==> src/verilog/bridge_window_pkg.sv <==
/*
 * constants and carrier types for the bridge window upper registers.
 * assumes configuration dword accesses with active-low byte enables.
 */
package bridge_window_pkg;
    // dword addresses (byte offsets, bits 1:0 zero)
    localparam logic [7:0] DW_PREF_TOP_LOW = 8'h24;
    localparam logic [7:0] DW_PREF_BOTTOM_HIGH = 8'h28;
    localparam logic [7:0] DW_PREF_TOP_HIGH = 8'h2c;
    localparam logic [7:0] DW_IO_HIGH = 8'h30;
    localparam logic [7:0] DW_BOARD_MAKER = 8'h34;
    // printed register offsets
    localparam logic [7:0] OFS_PREF_TOP_LOW = 8'h26;
    localparam logic [7:0] OFS_IO_TOP_HIGH = 8'h32;
    // field layout and fixed values
    localparam int PREF_TOP_FIELD_LSB = 20;
    localparam int MEM_GRAIN_BITS = 20;
    localparam int IO_GRAIN_BITS = 12;
    localparam logic [3:0] WIDE_ADDR_FLAG = 4'h1;
    localparam logic [11:0] PREF_TOP_RESET = 12'h000;
    localparam logic [31:0] HIGH_RESET = 32'h0000_0000;
    localparam logic [15:0] HALF_RESET = 16'h0000;
    localparam logic [19:0] MEM_TOP_FILL = 20'hfffff;

    typedef struct packed {
        logic valid;
        logic write;
        logic [7:0] addr;
        logic [3:0] byte_en_n;
        logic [31:0] wdata;
    } cfg_req_t;

    typedef struct packed {
        logic valid;
        logic is_io;
        logic [63:0] addr;
    } fwd_query_t;
endpackage : bridge_window_pkg

==> src/verilog/bridge_window_upper_regs.sv <==
/*
 * upper window registers of a bus bridge plus the window hit check that
 * uses them. assumes one configuration access per cycle, already decoded
 * as a type 0 access to this function; byte enables active low. the
 * lower bottom and io top fields come in from the neighbouring register block.
 */
// Overview of operation
// - top low register bits 19:16 read-only, return 1h (64-bit capable).
// - top bits 31:20 writable; lower 20 address bits assumed all ones.
// - memory windows aligned with one megabyte granularity.
// - 32-bit rw bottom address bits 63:32, reset zero.
// - 32-bit rw top address bits 63:32, reset zero.
// - prefetchable bounds decide memory read/write forwarding.
// - 16-bit rw io bottom address bits 31:16, reset zero.
// - 16-bit rw io top address bits 31:16, reset zero.
// - io window uses 4 KB alignment and granularity.
// - 16-bit rw board maker identifier, reset zero, optional by revision.
// - bottom bits 31:20 writable; lower 20 bits assumed zero.
`timescale 1ns/1ps
`default_nettype none
module bridge_window_upper_regs
    import bridge_window_pkg::*;
#(
    parameter bit HAS_BOARD_MAKER = 1'b1
) (
    // clock and reset
    input wire logic i_clk_sys,
    input wire logic i_reset,
    // configuration access
    input wire cfg_req_t i_cfg,
    output logic [31:0] o_cfg_rdata,
    output logic o_cfg_hit,
    // lower window fields kept elsewhere
    input wire logic [11:0] i_pref_bottom_low,
    input wire logic [15:0] i_io_bottom_low,
    input wire logic [15:0] i_io_top_low,
    // forwarding query
    input wire fwd_query_t i_query,
    output logic o_forward
);
    logic [11:0] pref_top;
    logic [31:0] pref_bottom_high;
    logic [31:0] pref_top_high;
    logic [15:0] io_bottom_high;
    logic [15:0] io_top_high;
    logic [15:0] board_maker;

    function automatic logic [31:0] merge(input logic [31:0] old, input logic [31:0] wd,
                                         input logic [3:0] be_n);
        logic [31:0] r;
        r = old;
        for (int b = 0; b < 4; b++) begin
            if (!be_n[b]) begin
                r[b*8 +: 8] = wd[b*8 +: 8];
            end
        end
        return r;
    endfunction : merge

    wire wr = i_cfg.valid && i_cfg.write;
    wire [7:0] dw = {i_cfg.addr[7:2], 2'b00};
    wire sel_top_low = dw == DW_PREF_TOP_LOW;
    wire sel_bot_high = dw == DW_PREF_BOTTOM_HIGH;
    wire sel_top_high = dw == DW_PREF_TOP_HIGH;
    wire sel_io = dw == DW_IO_HIGH;
    wire sel_maker = (dw == DW_BOARD_MAKER) && HAS_BOARD_MAKER;

    // images of each dword as read; the top-low dword shares its lower half with
    // the bottom-low register, which this block returns as zero
    wire [31:0] img_top_low = {pref_top, WIDE_ADDR_FLAG, 16'h0000};
    wire [31:0] img_io = {io_top_high, io_bottom_high};
    wire [31:0] img_maker = {16'h0000, board_maker};
    wire [31:0] new_top_low = merge(img_top_low, i_cfg.wdata, i_cfg.byte_en_n);
    wire [31:0] new_bot_high = merge(pref_bottom_high, i_cfg.wdata, i_cfg.byte_en_n);
    wire [31:0] new_top_high = merge(pref_top_high, i_cfg.wdata, i_cfg.byte_en_n);
    wire [31:0] new_io = merge(img_io, i_cfg.wdata, i_cfg.byte_en_n);
    wire [31:0] new_maker = merge(img_maker, i_cfg.wdata, i_cfg.byte_en_n);

    always_ff @(posedge i_clk_sys) begin
        if (i_reset) begin
            pref_top <= PREF_TOP_RESET;
            pref_bottom_high <= HIGH_RESET;
            pref_top_high <= HIGH_RESET;
            io_bottom_high <= HALF_RESET;
            io_top_high <= HALF_RESET;
            board_maker <= HALF_RESET;
        end else if (wr) begin
            if (sel_top_low) begin
                pref_top <= new_top_low[31:PREF_TOP_FIELD_LSB];
            end
            if (sel_bot_high) begin
                pref_bottom_high <= new_bot_high;
            end
            if (sel_top_high) begin
                pref_top_high <= new_top_high;
            end
            if (sel_io) begin
                io_bottom_high <= new_io[15:0];
                io_top_high <= new_io[31:16];
            end
            if (sel_maker) begin
                board_maker <= new_maker[15:0];
            end
        end
    end

    // read data registered one cycle after the request
    wire [31:0] next_rdata = sel_top_low ? img_top_low :
                             sel_bot_high ? pref_bottom_high :
                             sel_top_high ? pref_top_high :
                             sel_io ? img_io :
                             sel_maker ? img_maker : 32'h0000_0000;
    wire next_hit = i_cfg.valid && (sel_top_low || sel_bot_high || sel_top_high || sel_io || sel_maker);

    always_ff @(posedge i_clk_sys) begin
        if (i_reset) begin
            o_cfg_rdata <= 32'h0000_0000;
            o_cfg_hit <= 1'b0;
        end else begin
            o_cfg_rdata <= (i_cfg.valid && !i_cfg.write) ? next_rdata : 32'h0000_0000;
            o_cfg_hit <= next_hit;
        end
    end

    // register checks; apart from maker_reset_a, attempts that meet a reset edge are dropped by the disable
    flag_reads_one_a: assert property (@(posedge i_clk_sys) disable iff (i_reset)
        i_cfg.valid && !i_cfg.write && sel_top_low |=> o_cfg_rdata[19:16] == WIDE_ADDR_FLAG)
        else $error("wide address flag not returned");
    top_low_read_a: assert property (@(posedge i_clk_sys) disable iff (i_reset)
        i_cfg.valid && !i_cfg.write && sel_top_low |=> o_cfg_rdata[31:20] == $past(pref_top))
        else $error("top field not read back");
    top_low_write_a: assert property (@(posedge i_clk_sys) disable iff (i_reset)
        wr && sel_top_low && !i_cfg.byte_en_n[3] |=> pref_top[11:4] == $past(i_cfg.wdata[31:24]))
        else $error("top low field not written");
    top_nibble_write_a: assert property (@(posedge i_clk_sys) disable iff (i_reset)
        wr && sel_top_low && !i_cfg.byte_en_n[2] |=> pref_top[3:0] == $past(i_cfg.wdata[23:20]))
        else $error("top low nibble not written");
    top_low_hold_a: assert property (@(posedge i_clk_sys) disable iff (i_reset)
        !(wr && sel_top_low) |=> $stable(pref_top))
        else $error("top field changed without write");
    bot_high_write_a: assert property (@(posedge i_clk_sys) disable iff (i_reset)
        wr && sel_bot_high && i_cfg.byte_en_n == 4'h0 |=> pref_bottom_high == $past(i_cfg.wdata))
        else $error("bottom high not written");
    bot_high_hold_a: assert property (@(posedge i_clk_sys) disable iff (i_reset)
        !(wr && sel_bot_high) |=> $stable(pref_bottom_high))
        else $error("bottom high changed without write");
    top_high_write_a: assert property (@(posedge i_clk_sys) disable iff (i_reset)
        wr && sel_top_high && i_cfg.byte_en_n == 4'h0 |=> pref_top_high == $past(i_cfg.wdata))
        else $error("top high not written");
    top_high_hold_a: assert property (@(posedge i_clk_sys) disable iff (i_reset)
        !(wr && sel_top_high) |=> $stable(pref_top_high))
        else $error("top high changed without write");
    io_bottom_write_a: assert property (@(posedge i_clk_sys) disable iff (i_reset)
        wr && sel_io && i_cfg.byte_en_n[1:0] == 2'b00 |=> io_bottom_high == $past(i_cfg.wdata[15:0]))
        else $error("io bottom high not written");
    io_top_write_a: assert property (@(posedge i_clk_sys) disable iff (i_reset)
        wr && sel_io && i_cfg.byte_en_n[3:2] == 2'b00 |=> io_top_high == $past(i_cfg.wdata[31:16]))
        else $error("io top high not written");
    io_hold_a: assert property (@(posedge i_clk_sys) disable iff (i_reset)
        !(wr && sel_io) |=> $stable(io_bottom_high) && $stable(io_top_high))
        else $error("io high halves changed without write");
    io_read_a: assert property (@(posedge i_clk_sys) disable iff (i_reset)
        i_cfg.valid && !i_cfg.write && sel_io |=> o_cfg_rdata == $past({io_top_high, io_bottom_high}))
        else $error("io high halves not read back");
    maker_reset_a: assert property (@(posedge i_clk_sys)
        i_reset |=> board_maker == HALF_RESET)
        else $error("board maker not cleared");
    maker_write_a: assert property (@(posedge i_clk_sys) disable iff (i_reset)
        wr && sel_maker && i_cfg.byte_en_n[1:0] == 2'b00 |=> board_maker == $past(i_cfg.wdata[15:0]))
        else $error("board maker not written");
    maker_hold_a: assert property (@(posedge i_clk_sys) disable iff (i_reset)
        !(wr && sel_maker) |=> $stable(board_maker))
        else $error("board maker changed without write");
    maker_read_a: assert property (@(posedge i_clk_sys) disable iff (i_reset)
        i_cfg.valid && !i_cfg.write && sel_maker |=> o_cfg_rdata == {16'h0000, $past(board_maker)})
        else $error("board maker not read back");

    // assembled bounds; fixed low fills give megabyte and 4 KB steps
    wire [63:0] mem_bottom = {pref_bottom_high, i_pref_bottom_low, {MEM_GRAIN_BITS{1'b0}}};
    wire [63:0] mem_top = {pref_top_high, pref_top, MEM_TOP_FILL};
    wire [31:0] io_bottom = {io_bottom_high, i_io_bottom_low[15:IO_GRAIN_BITS], {IO_GRAIN_BITS{1'b0}}};
    wire [31:0] io_top = {io_top_high, i_io_top_low[15:IO_GRAIN_BITS], {IO_GRAIN_BITS{1'b1}}};
    wire mem_in = (i_query.addr >= mem_bottom) && (i_query.addr <= mem_top);
    wire io_in = (i_query.addr[63:32] == 32'h0000_0000) &&
                 (i_query.addr[31:0] >= io_bottom) && (i_query.addr[31:0] <= io_top);

    // combinational so the decode sits in the same cycle as the address phase
    assign o_forward = i_query.valid && (i_query.is_io ? io_in : mem_in);

    // decode checks; the query path is combinational, so these hold in the same cycle
    query_idle_a: assert property (@(posedge i_clk_sys) disable iff (i_reset)
        !i_query.valid |-> !o_forward)
        else $error("idle query forwarded");
    mem_bounds_a: assert property (@(posedge i_clk_sys) disable iff (i_reset)
        i_query.valid && !i_query.is_io && i_query.addr == mem_top && mem_bottom <= mem_top |-> o_forward)
        else $error("top address not forwarded");
    mem_bottom_in_a: assert property (@(posedge i_clk_sys) disable iff (i_reset)
        i_query.valid && !i_query.is_io && i_query.addr == mem_bottom && mem_bottom <= mem_top |-> o_forward)
        else $error("bottom address not forwarded");
    mem_grain_a: assert property (@(posedge i_clk_sys) disable iff (i_reset)
        i_query.valid && !i_query.is_io && i_query.addr[63:20] == mem_top[63:20] &&
        mem_bottom <= mem_top |-> o_forward)
        else $error("top megabyte not forwarded");
    mem_below_a: assert property (@(posedge i_clk_sys) disable iff (i_reset)
        i_query.valid && !i_query.is_io && i_query.addr < mem_bottom |-> !o_forward)
        else $error("address below window forwarded");
    mem_above_a: assert property (@(posedge i_clk_sys) disable iff (i_reset)
        i_query.valid && !i_query.is_io && i_query.addr > mem_top |-> !o_forward)
        else $error("address above window forwarded");
    io_grain_a: assert property (@(posedge i_clk_sys) disable iff (i_reset)
        i_query.valid && i_query.is_io && i_query.addr[63:12] == {32'h0000_0000, io_top[31:IO_GRAIN_BITS]} &&
        io_bottom <= io_top |-> o_forward)
        else $error("io top page not forwarded whole");
    io_bottom_in_a: assert property (@(posedge i_clk_sys) disable iff (i_reset)
        i_query.valid && i_query.is_io && i_query.addr == {32'h0000_0000, io_bottom} &&
        io_bottom <= io_top |-> o_forward)
        else $error("io bottom address not forwarded");
    io_above_a: assert property (@(posedge i_clk_sys) disable iff (i_reset)
        i_query.valid && i_query.is_io && i_query.addr > {32'h0000_0000, io_top} |-> !o_forward)
        else $error("io address above window forwarded");
    io_upper_a: assert property (@(posedge i_clk_sys) disable iff (i_reset)
        i_query.valid && i_query.is_io && i_query.addr[63:32] != 32'h0000_0000 |-> !o_forward)
        else $error("io address beyond 32 bits forwarded");
endmodule : bridge_window_upper_regs
`default_nettype wire
==> config.mk <==
export PLATFORM = sky130hd
export DESIGN_NAME = bridge_window_upper_regs
export DESIGN_NICKNAME = d
export VERILOG_FILES = /design/src/verilog/bridge_window_pkg.sv /design/src/verilog/bridge_window_upper_regs.sv
export SDC_FILE = /design/constraint.sdc
export NUM_CORES = 1
export LEC_CHECK = 0
export ABC_CLOCK_PERIOD_IN_PS = 3150
export BUFFER_PORTS_ARGS = -buffer_cell sky130_fd_sc_hd__buf_4
export CORE_ASPECT_RATIO = 0.75
export CORE_MARGIN = 5
export CORE_UTILIZATION = 40
export CTS_CLUSTER_SIZE = 16
export DETAILED_ROUTE_END_ITERATION = 10
export SLEW_MARGIN = 40
export SYNTH_ARGS = -nofsm -noshare
export SYNTH_HDL_FRONTEND = slang
export SYNTH_SLANG_ARGS = --single-unit
==> constraint.sdc <==
create_clock -name i_clk_sys -period 3.15 [get_ports i_clk_sys]
set_input_delay 0.63 -clock i_clk_sys [delete_from_list [all_inputs] [get_ports i_clk_sys]]
set_output_delay 0.63 -clock i_clk_sys [all_outputs]
set_load 0.05 [all_outputs]
# Word level (Yosys, flattened, before mapping)
# Cells that the tools add are included.
word_totals:
  input_bits: 158
  register_bits: 157
  output_inout_bits: 34
classes:
  bitwise_logic: 5
  eq_ne: 5
  n_reduce_logical: 31
  mux: 6
  magnitude_cmp: 4
ops:
  columns: ["op", "n"]
  rows:
  - ["32-bit two-way mux", 4]
  - ["64-bit greater-or-equal comparator", 1]
  - ["64-bit less-or-equal comparator", 1]
  - ["3-bit AND reduction", 16]
  - ["32-bit greater-or-equal comparator", 1]
  - ["32-bit less-or-equal comparator", 1]
  - ["32-bit zero test", 1]
  - ["6-bit by 4-bit == test with 1-bit output, second input constant", 5]
  - ["16-bit two-way mux", 1]
  - ["1-bit logical AND", 7]
  - ["1-bit inverter", 5]
  - ["1-bit logical OR", 4]
  - ["3-bit OR reduction", 1]
  - ["2-bit OR reduction", 1]
  - ["1-bit zero test", 1]
  - ["1-bit two-way mux", 1]

# Logic depth before layout (Yosys ltp)
# Gate-level depths: netlist of the first run.
depth:
  depth_word: 6
  mapped_depth: 9
  ltp_nobuf: 9

# Worst setup path before layout of the first run
# OpenSTA, ideal clock, no wires.
synth_timing:
  kind: "input port to output port"
  from: "in i_pref_bottom_low[2]"
  to: "out o_forward"
  required_ns: 2.520
  n_path_buf: 0
  arrival_ns: 3.160
  slack_ns: -0.640
  stages: 9
  path_cell_list: "inv_1 ha_1 or4b_1 nor4_1 a221oi_1 o31ai_1 a41oi_1 o21a_1 nor4_2"
synth_via:
  elab_chain_cells: 4
synth_rtl:
  columns: ["element", "line_no", "source"]
  rows:
  - ["start, declared", "bridge_window_upper_regs.sv:34", "input wire logic [11:0] i_pref_bottom_low,"]
  - ["64-bit greater-or-equal comparator", "bridge_window_upper_regs.sv:183", "wire mem_in = (i_query.addr >= mem_bottom) && (i_query.addr <= mem_top);"]
  - ["1-bit logical AND", "bridge_window_upper_regs.sv:183", null]
  - ["1-bit two-way mux", "bridge_window_upper_regs.sv:188", "assign o_forward = i_query.valid && (i_query.is_io ? io_in : mem_in);"]
  - ["1-bit logical AND", "bridge_window_upper_regs.sv:188", null]
  - ["end, declared", "bridge_window_upper_regs.sv:39", "output logic o_forward"]
# No other way between the ends.

# Worst setup path after layout of the first run
layout_timing:
  from: "in i_query[22] in the netlist's numbering"
  to: "out o_forward"
layout_via:
  elab_chain_cells: 5
  word_cells_on_any_way: 9
  classes_between: "4 x order compare; 1 x mux; 4 x reduce/logical"
layout_rtl:
  columns: ["element", "line_no", "source"]
  rows:
  - ["start, declared", "bridge_window_upper_regs.sv:38", "input wire fwd_query_t i_query,"]
  - ["branches (longest 3 deep; another with 64-bit greater-or-equal comparator)", null, null]
  - ["1-bit two-way mux *", "bridge_window_upper_regs.sv:188", null]
  - ["1-bit logical AND *", "bridge_window_upper_regs.sv:188", null]
# Mark *: on every way between the ends.

==> metrics, run 1 <==
H-tree level count=4; global-route wire length before repair=48700 um; Area contributors post-synth=dfxtp_1 33%, ha_1 17%, mux2i_1 13%, nor2_1 5.7%, inv_1 5.1%; WL/cell=18.9 um; multi-input logic area=5920 sq um; Inst Count DP=1669; slowest cell on the critical path=or4b_4; worst vdd ir=0.359 mV; crit end category=output pin; Synth Area in Adders=16.6%; Fin Clk Skew=0.00944 ns; Max Clk Rate=277 MHz; ys async rst share=0%; hold crit path type=in -> reg; layout cell share with drive strength beyond 1=25.0%; distinct cell type count after synthesis=57; Slew headroom=45.3%; fin cells=1702; pin count of the biggest net entering global routing=72; DRC=0; total length of routed wires=32200 um; Sink Count=157; # diodes=0; critical path peak fanout=2; sequential fraction of the synthesis area=32.6%; YS warnings=0; Via-to-Cell Ratio=5.36; largest family of logic cells by synthesized area=simple AND/OR/NAND/NOR gates; Post-Synthesis Cells=1121; final period utilization=114%; First DRT Iteration DRCs=845; Die ar.=27300 sq um; outcome=finished with violations; Hold Vio Cnt, Final=0; Max Buffers Root-to-Sink=2; Slew Limit Fails=0; simple-gate share of the synthesized area=18.3%; final setup violation count=1; minimum clock period=3.60 ns; Worst EP required=2.52 ns; crit-path cells=buf_8 > ha_4 > or4b_4 > nor4_4 > a221oi_2 > o31ai_2 > a41oi_1 > o21a_1 > nor4_4 > buf_6; Post-Synth XOR/XNOR Area=0%; worst path bufs/invs=2; mapped cell area=9630 sq um; Final GP Congestion=0.926; # hold bufs at CTS=0; slew of the pin with the lowest slew margin=0.817 ns; root buffer cell=clkbuf_16; CTS tree=done; Chip Height=144 um; # rows=49; register area=3150 sq um; # nets final=1669; Post-Synthesis Net Count=1407; Top FF cell, synth=dfxtp_1; vias in the first global route=8598; worst setup path category=in -> out; initial core utilization=40.4%; unrepaired setup endpoints after global routing=yes; Hold Slack=0.468 ns; Fill cells=2216; Synth Area in Compound Gates=12.8%; crit path launch type=input port; initial antenna violation count=0; CP dominant cell by count=nor4_4; Pre-antenna DRT Iters=5; via count=9118; number of synthesized flops with an enable pin=0; Clock Latency Late Sink=0.43 ns; Worst Setup Slack, final=-0.455 ns; grt total ovfl=0; Port Buffers=165; total power=4.77 mW; Top Family by Delay on Critical Path=simple AND/OR/NAND/NOR gates; max-cap viol count=0; CTS Buf Count=17; post-synthesis mux area share=12.8%; pre-CTS setup slack=-0.575 ns; antenna-violating nets left=0; crit-path max cell delay=0.47 ns; failing checks=negative setup slack; leading area contributor after synthesis=dfxtp_1; share of the synthesized area in the top cell type=32.6%; Clk pin slew, worst setup/hold paths=0.07 ns; gr usage total=23.0%; most frequent cell after synthesis=dfxtp_1; Die Width=189 um; DP Wirelength=25300 um; top cells by count, synth=157 x dfxtp_1, 147 x nor2_1, 131 x inv_1; area of placed instances=12000 sq um; area grow syn2layout=31.8%; PwrDens=376 nW/um^2; Arrival @ worst endpoint=2.97 ns; final core utilization=53.2%; core area=23800 sq um; io pins=192; Mean Syn Cell Area=8.59 sq um; leakage dissipation=5.19 nW; #FFs+latches synth=157; final instance area=12700 sq um; setup TNS=-0.455 ns
where the power goes:
part / internal [mW] / switching (mW) / total [mW]
clock: 1.14 / 0.964 / 2.11
combinational: 0.321 / 0.354 / 0.675
sequential: 1.99 / 0.00163 / 1.99
total: 3.45 / 1.32 / 4.77
state kept, by name, summed over array words and instances (netlist names):
register,count
io_bottom_high,16
pref_top,12
io_top_high,16
board_maker,16
o_cfg_rdata,32
pref_top_high,32
o_cfg_hit,1
pref_bottom_high,32
placed cells by master (no fill, tap or decap), drive strengths merged, types with 3 or more instances in the layout:
| master | count |
|---|---|
| buf | 283 |
| dfxtp | 157 |
| nor2 | 149 |
| inv | 139 |
| ha | 128 |
| mux2i | 123 |
| a21oi | 79 |
| nand2 | 71 |
| nand3 | 45 |
| nand4 | 26 |
| o21ai | 22 |
| nor4 | 21 |
| a21o | 19 |
| clkbuf | 18 |
| a22oi | 16 |
| o22a | 15 |
| a221oi | 14 |
| nor3 | 11 |
| nor2b | 5 |
| and4 | 5 |
| or4 | 4 |
| a211oi | 4 |
| a22o | 4 |
| clkinv | 4 |
| and3 | 3 |
| and2 | 3 |
per-layer routing:
| metal | global-route usage (%) | up-vias | part of all wire (%) |
|---|---|---|---|
| met4 | 5.60 | 0 | 1.4 |
| met1 | 34.5 | 4300 | 49 |
| met2 | 35.0 | 300 | 44 |
| met5 | 0 | - | 0 |
| li1 | - | 4486 | - |
| met3 | 3.09 | 32 | 5.8 |
worst paths after layout:
check,from,to,slack (ns),depth (start not counted)
worst min-delay path,i_cfg[26],io_top_high[10]$_SDFFE_PP0P_,0.47,3
worst max register to register,pref_top_high[23]$_SDFFE_PP0P_,o_cfg_rdata[23]$_SDFF_PP0_,2.04,6
worst max-delay path,i_query[22],o_forward,-0.45,10
worst min register to register,pref_top_high[30]$_SDFFE_PP0P_,pref_top_high[30]$_SDFFE_PP0P_,0.47,2
area by class of cell:
type                       instances  area share (%)
multi-input combinational        793            46.7
sequential                       157            24.8
timing repair buffer             283            17.0
inverter                         131            3.89
clock buffer                      18            3.46
tap                              306            3.02
clock inverter                    14            1.17
logic make-up after synthesis:
| family | count (synthesis) |
|---|---|
| AO/OA/AOI/OAI | 190 |
| buffers and inverters | 171 |
| adder cells (fa/ha/maj) | 128 |
| AND/OR/NAND/NOR | 352 |
| flip-flops | 157 |
| multiplexers | 123 |
worst min-delay path: cells and delay by family:
family / cells / cell delay (ns)
buffers and inverters: 1 / 0.10
AND/OR/NAND/NOR: 1 / 0.07
multiplexers: 1 / 0.06
timing repair:
item / 4_1_cts / 5_1_grt
pin swaps: 7 / 11
buffers inserted: 0 / 1
gates resized for setup: 6 / 22
setup endpoints to repair: 1 / 1
Note: power is estimated with default switching activity, not from simulation.
==> inputs of run 2 (changes only) <==
--- a/constraint.sdc
+++ b/constraint.sdc
@@ -3,2 +3,2 @@
 set_output_delay 0.63 -clock i_clk_sys [all_outputs]
-set_load 0.05 [all_outputs]
+set_load 0.02 [all_outputs]
==> metrics, run 2 (synthesis results as in run 1) <==
outcome=finished with violations; failing checks=negative setup slack; Chip Height=144 um; Met2 Wirelength=14100 um; Final GP Congestion=0.921; area grow syn2layout=34.0%; root buffer cell=clkbuf_16; H-tree level count=4; Clock Latency Late Sink=0.44 ns; Fin Clk Skew=0.00966 ns; PwrDens=374 nW/um^2; io pins=192; worst vdd ir=0.365 mV; crit-path cells=buf_6 > buf_6 > ha_4 > nand4_1 > nor4_2 > a221o_1 > or4_4 > o21ai_4 > a31oi_4 > nor4_4 > buf_4; CP dominant cell by count=buf_6; hold crit path type=in -> reg; Sink Count=157; # diodes=0; DR top layer=met4; antenna-violating nets left=0; unrepaired setup endpoints after global routing=yes; max-cap viol count=0; pin count of the biggest net entering global routing=73; Hold Vio Cnt, Final=0; crit end category=output pin; Max Clk Rate=285 MHz; initial core utilization=40.4%; pre-CTS setup slack=-0.503 ns; CTS Buf Count=17; crit-path max cell delay=0.53 ns; WL/cell=19.1 um; minimum clock period=3.50 ns; final setup violation count=1; area of placed instances=11900 sq um; worst path bufs/invs=3; Hold Path Origin=i_reset; Worst Setup Slack, final=-0.354 ns; worst-case reg-to-reg path depth=6; grt total ovfl=0; DRC=0; final instance area=12900 sq um; # rows=49; CP Depth=11; initial antenna violation count=0; Worst R2R Start=pref_top_high[23]$_SDFFE_PP0P_; Pre-antenna DRT Iters=5; gr usage total=23.4%; slowest cell on the critical path=or4_4; slew of the pin with the lowest slew margin=0.816 ns; worst setup path startpoint=i_query[22]; total length of routed wires=32500 um; Die ar.=27300 sq um; First DRT Iteration DRCs=934; Slew Limit Fails=0; routed wl met3=2490 um; Hold Path Depth=2; final period utilization=111%; CTS tree=done; Worst EP required=2.52 ns; commonest non-fill, non-tap cell in the layout=buf_4; # nets final=1670; most frequent cells in the layout=280 x buf_4, 147 x nor2_1, 141 x dfxtp_1; Die Width=189 um; critical path peak fanout=3; total power=4.83 mW; crit path launch type=input port; Arrival @ worst endpoint=2.87 ns; leakage dissipation=5.21 nW; vias in the first global route=8940; via count=9201; Port Buffers=165; Via-to-Cell Ratio=5.40; Top Family by Delay on Critical Path=simple AND/OR/NAND/NOR gates; worst setup path category=in -> out; DP Wirelength=25300 um; Max Buffers Root-to-Sink=2; global-route wire length before repair=49500 um; biggest regs=o_cfg_rdata x32, pref_bottom_high x32, pref_top_high x32; Slew headroom=45.4%; Clk pin slew, worst setup/hold paths=0.07 ns; core area=23800 sq um; Met1 Routed Length=15400 um; layout cell share with drive strength beyond 1=27.1%
[run 2: cell types whose count changed in the layout (fill, tap and decap cells not counted), moves of 4 or more]
cell / delta
inv_1: -4
ha_1: -14
ha_4: +14
dfxtp_1: -11
inv_8: -4
dfxtp_2: +11
clkbuf_8: +4
inv_2: +4
[run 2: repair_timing]
item | CTS | global route
resized for setup | 9 | 48
endpoints found under the setup margin | 1 | 1
setup buffers | 0 | 8
hold buffers | 0 | 0
hold endpoints to repair | 0 | 0
pin swaps | 8 | 18
[run 2: path summary, 6_finish.rpt]
check                                                          to  slack, ns
worst max-delay path                                    o_forward      -0.35
worst min-delay path            pref_bottom_high[14]$_SDFFE_PP0P_       0.39
worst max register to register         o_cfg_rdata[23]$_SDFF_PP0_       2.04
worst min register to register     pref_top_high[30]$_SDFFE_PP0P_       0.47
[run 2: through the flow]
stage / instances / hold WS (ns) / TNS (ns) / util, %
detailed placement: 1663 / 0.462 / -0.503 / 50.1
finish: 1703 / 0.389 / -0.354 / 54.1
global route: 1703 / 0.388 / -0.484 / 54.1
CTS: 1695 / 0.370 / -0.437 / 52.7
floorplan: 1121 / 0.449 / -0.0625 / -
global placement: 1663 / 0.459 / -0.514 / 50.1
[run 2: power by group]
group / leakage [nW] / internal [mW] / total [mW] / switching, mW
sequential: 1.27 / 1.99 / 1.99 / 0.00164
clock: 0.289 / 1.28 / 2.15 / 0.871
combinational: 3.65 / 0.332 / 0.691 / 0.359
total: 5.21 / 3.60 / 4.83 / 1.23
[run 2: worst reg2reg max path, stage by stage (launching register included)]
cell and delay, ns:
dfxtp_1 0.31, buf_4 0.13, nand2_1 0.04, o21ai_0 0.12, a22o_1 0.20, a22oi_1 0.14
nor2_1 0.05
[run 2: area by class of cell]
cell class | count | area, sq um
fillers | 2204 | 10900
multi-input cells | 793 | 6110
flip-flops and latches | 157 | 3160
repair buffers | 284 | 2160
clock buffers | 24 | 502
inverters | 131 | 494
well taps | 306 | 383
clock inverters | 8 | 105
[run 2: metal layers]
layer	track usage [%]	vias to the layer above
li1	-	4491
met1	33.8	4341
met2	35.8	329
met3	4.90	40
met4	5.71	0
met5	0	-
==> inputs of run 3 (changes only) <==
- ABC_AREA: default -> 1
- SETUP_SLACK_MARGIN: default -> 0.05
==> metrics, run 3 <==
Fill cells=2315; Clk pin slew, worst setup/hold paths=0.07 ns; via count=9146; Final GP Congestion=0.904; antenna-violating nets left=0; most frequent cell after synthesis=nand2_1; Sink Count=157; #FFs+latches synth=157; leakage dissipation=4.99 nW; multi-input logic area=5340 sq um; Die Width=188 um; global-route wire length before repair=46400 um; hold crit path type=in -> reg; setup TNS=0 ns; number of synthesized flops with an enable pin=0; max-cap viol count=0; Die ar.=27000 sq um; ys async rst share=0%; mapped cell area=9520 sq um; total power=4.72 mW; worst setup path category=reg -> out; Reg power frac=42.2%; final period utilization=95.3%; top cells by count, synth=233 x nand2_1, 208 x inv_1, 177 x a21oi_1; Slew Limit Fails=0; Max Buffers Root-to-Sink=2; switch share=25.8%; Fin Clk Skew=0.00601 ns; H-tree level count=4; grt total ovfl=0; layout cell share with drive strength beyond 1=16.6%; PwrDens=407 nW/um^2; minimum clock period=3.00 ns; switching power=1.22 mW; Arrival @ worst endpoint=2.37 ns; io pins=192; biggest regs=o_cfg_rdata x32, pref_bottom_high x32, pref_top_high x32; Slew headroom=55.9%; area grow syn2layout=21.8%; Hold Vio Cnt, Final=0; DP Wirelength=23500 um; distinct cell type count after synthesis=38; CTS Buf Count=17; outcome=finished, final reports clean; DRC=0; Clk pwr share=45.6%; initial antenna violation count=0; Post-Synthesis Cells=1294; Max Clk Rate=333 MHz; crit path launch type=flop; CP dominant cell by count=nand2_1; Pre-antenna DRT Iters=5; crit end category=output pin; internal power=3.50 mW; share of the synthesized area in the top cell type=33.0%; commonest non-fill, non-tap cell in the layout=nand2_1; slew of the pin with the lowest slew margin=0.661 ns; Post-Synthesis Net Count=1580; YS warnings=0; leading area contributor after synthesis=dfxtp_1; Clock Latency Late Sink=0.43 ns; crit-path cells=inv_1 > ha_1 > nand2_1 > nor2_2 > inv_1 > nor3_2 > nand2_1 > nand2_2 > nand2_1 > nand3_1 > nand2_1 > a21oi_2 > nor2_1 > buf_4; register area=3140 sq um; most frequent cells in the layout=232 x nand2_1, 207 x inv_1, 175 x a21oi_1; # nets final=1734; CTS tree=done; initial core utilization=41.0%; root buffer cell=clkbuf_16; Port Buffers=165; critical path peak fanout=2; gr usage total=21.9%; Worst EP required=2.52 ns; final setup violation count=0; vias in the first global route=8582; # rows=48; Mean Syn Cell Area=7.36 sq um; pin count of the biggest net entering global routing=89; # diodes=0; Chip Height=144 um; WL/cell=17.0 um; worst vdd ir=0.380 mV; slowest cell on the critical path=dfxtp_1; total length of routed wires=30000 um; Top FF cell, synth=dfxtp_1; crit-path max cell delay=0.34 ns; Via-to-Cell Ratio=5.19; core area=23200 sq um; Area contributors post-synth=dfxtp_1 33%, ha_1 17%, a21oi_1 9.3%, nand2_1 9.2%, inv_1 8.2%; First DRT Iteration DRCs=597; Comb pwr share=12.3%; sequential fraction of the synthesis area=33.0%; unrepaired setup endpoints after global routing=no
[run 3: changes by cell type after synthesis, sizes merged, moves of 23 or more]
cell,change
mux2i,-123
inv,+82
nor2,-61
o21ai,+109
nand2,+166
a31oi,+23
a21oi,+98
nand3,-31
[run 3: timing repair]
action / CTS / global route
hold buffers: 0 / 0
endpoints found under the setup margin: 0 / 1
resized for setup: 0 / 12
setup buffers: 0 / 1
endpoints found under the hold margin: 0 / 0
[run 3: critical path: cells and delay by family, from the launching register on]
kind	cells	cell delay [ns]
and+or+nand+nor	9	0.86
AOI/OAI and AO/OA	1	0.12
DFF	1	0.34
buffers and inverters	3	0.32
adders and majority gates	1	0.29
[run 3: power by group through the flow]
stage                     clock [mW]  sequential [mW]  combinational [mW]
after floorplan                    0             2.04               0.288
after global placement             0             2.04               0.553
after detailed placement           0             2.04               0.567
after CTS                       2.18             1.99               0.572
after global routing            2.27             1.99               0.656
final                           2.15             1.99               0.579
[run 3: area by class of cell]
type,count,share of cell area (%)
clock inverter,10,1.11
sequential,157,27.1
timing repair buffer,175,11.4
multi-input combinational,883,46.0
inverter,214,6.94
tap,300,3.24
clock buffer,22,4.18
[run 3: logic make-up after synthesis]
family                   after synthesis  share of synthesized area, %
flip-flops                           157                          33.0
AO/OA/AOI/OAI                        377                          21.4
AND/OR/NAND/NOR                      378                          17.4
buffers and inverters                254                          11.3
adder cells (fa/ha/maj)              128                          16.8
[run 3: worst paths after layout]
| kind | depth (start not counted) | slack [ns] | to | from |
|---|---|---|---|---|
| worst max register to register | 4 | 2.16 | o_cfg_rdata[1]$_SDFF_PP0_ | io_bottom_high[1]$_SDFFE_PP0P_ |
| worst min register to register | 2 | 0.48 | pref_top_high[18]$_SDFFE_PP0P_ | pref_top_high[18]$_SDFFE_PP0P_ |
| worst max-delay path | 14 | 0.15 | o_forward | pref_top_high[13]$_SDFFE_PP0P_ |
| worst min-delay path | 2 | 0.37 | o_cfg_hit$_SDFF_PP0_ | i_reset |
[run 3: metal layers]
metal  share of wire (%)  vias up  GRT usage [%]
met5                   0        -              0
met1                  49     4207           31.5
met3                 6.2       24           4.32
li1                    -     4637              -
met4                 1.1        0           4.36
met2                  44      278           34.4
[run 3: stage by stage]
step	worst slack (ns)	cell area (sq um)	util, %	cells	hold slack [ns]
after floorplan	0.639	9520	-	1294	0.447
after global placement	0.115	10900	47.1	1728	0.462
after detailed placement	0.137	10900	47.1	1728	0.466
after CTS	0.0510	11600	49.7	1760	0.359
after global routing	0.000413	11600	49.9	1761	0.365
final	0.150	11600	49.9	1761	0.373
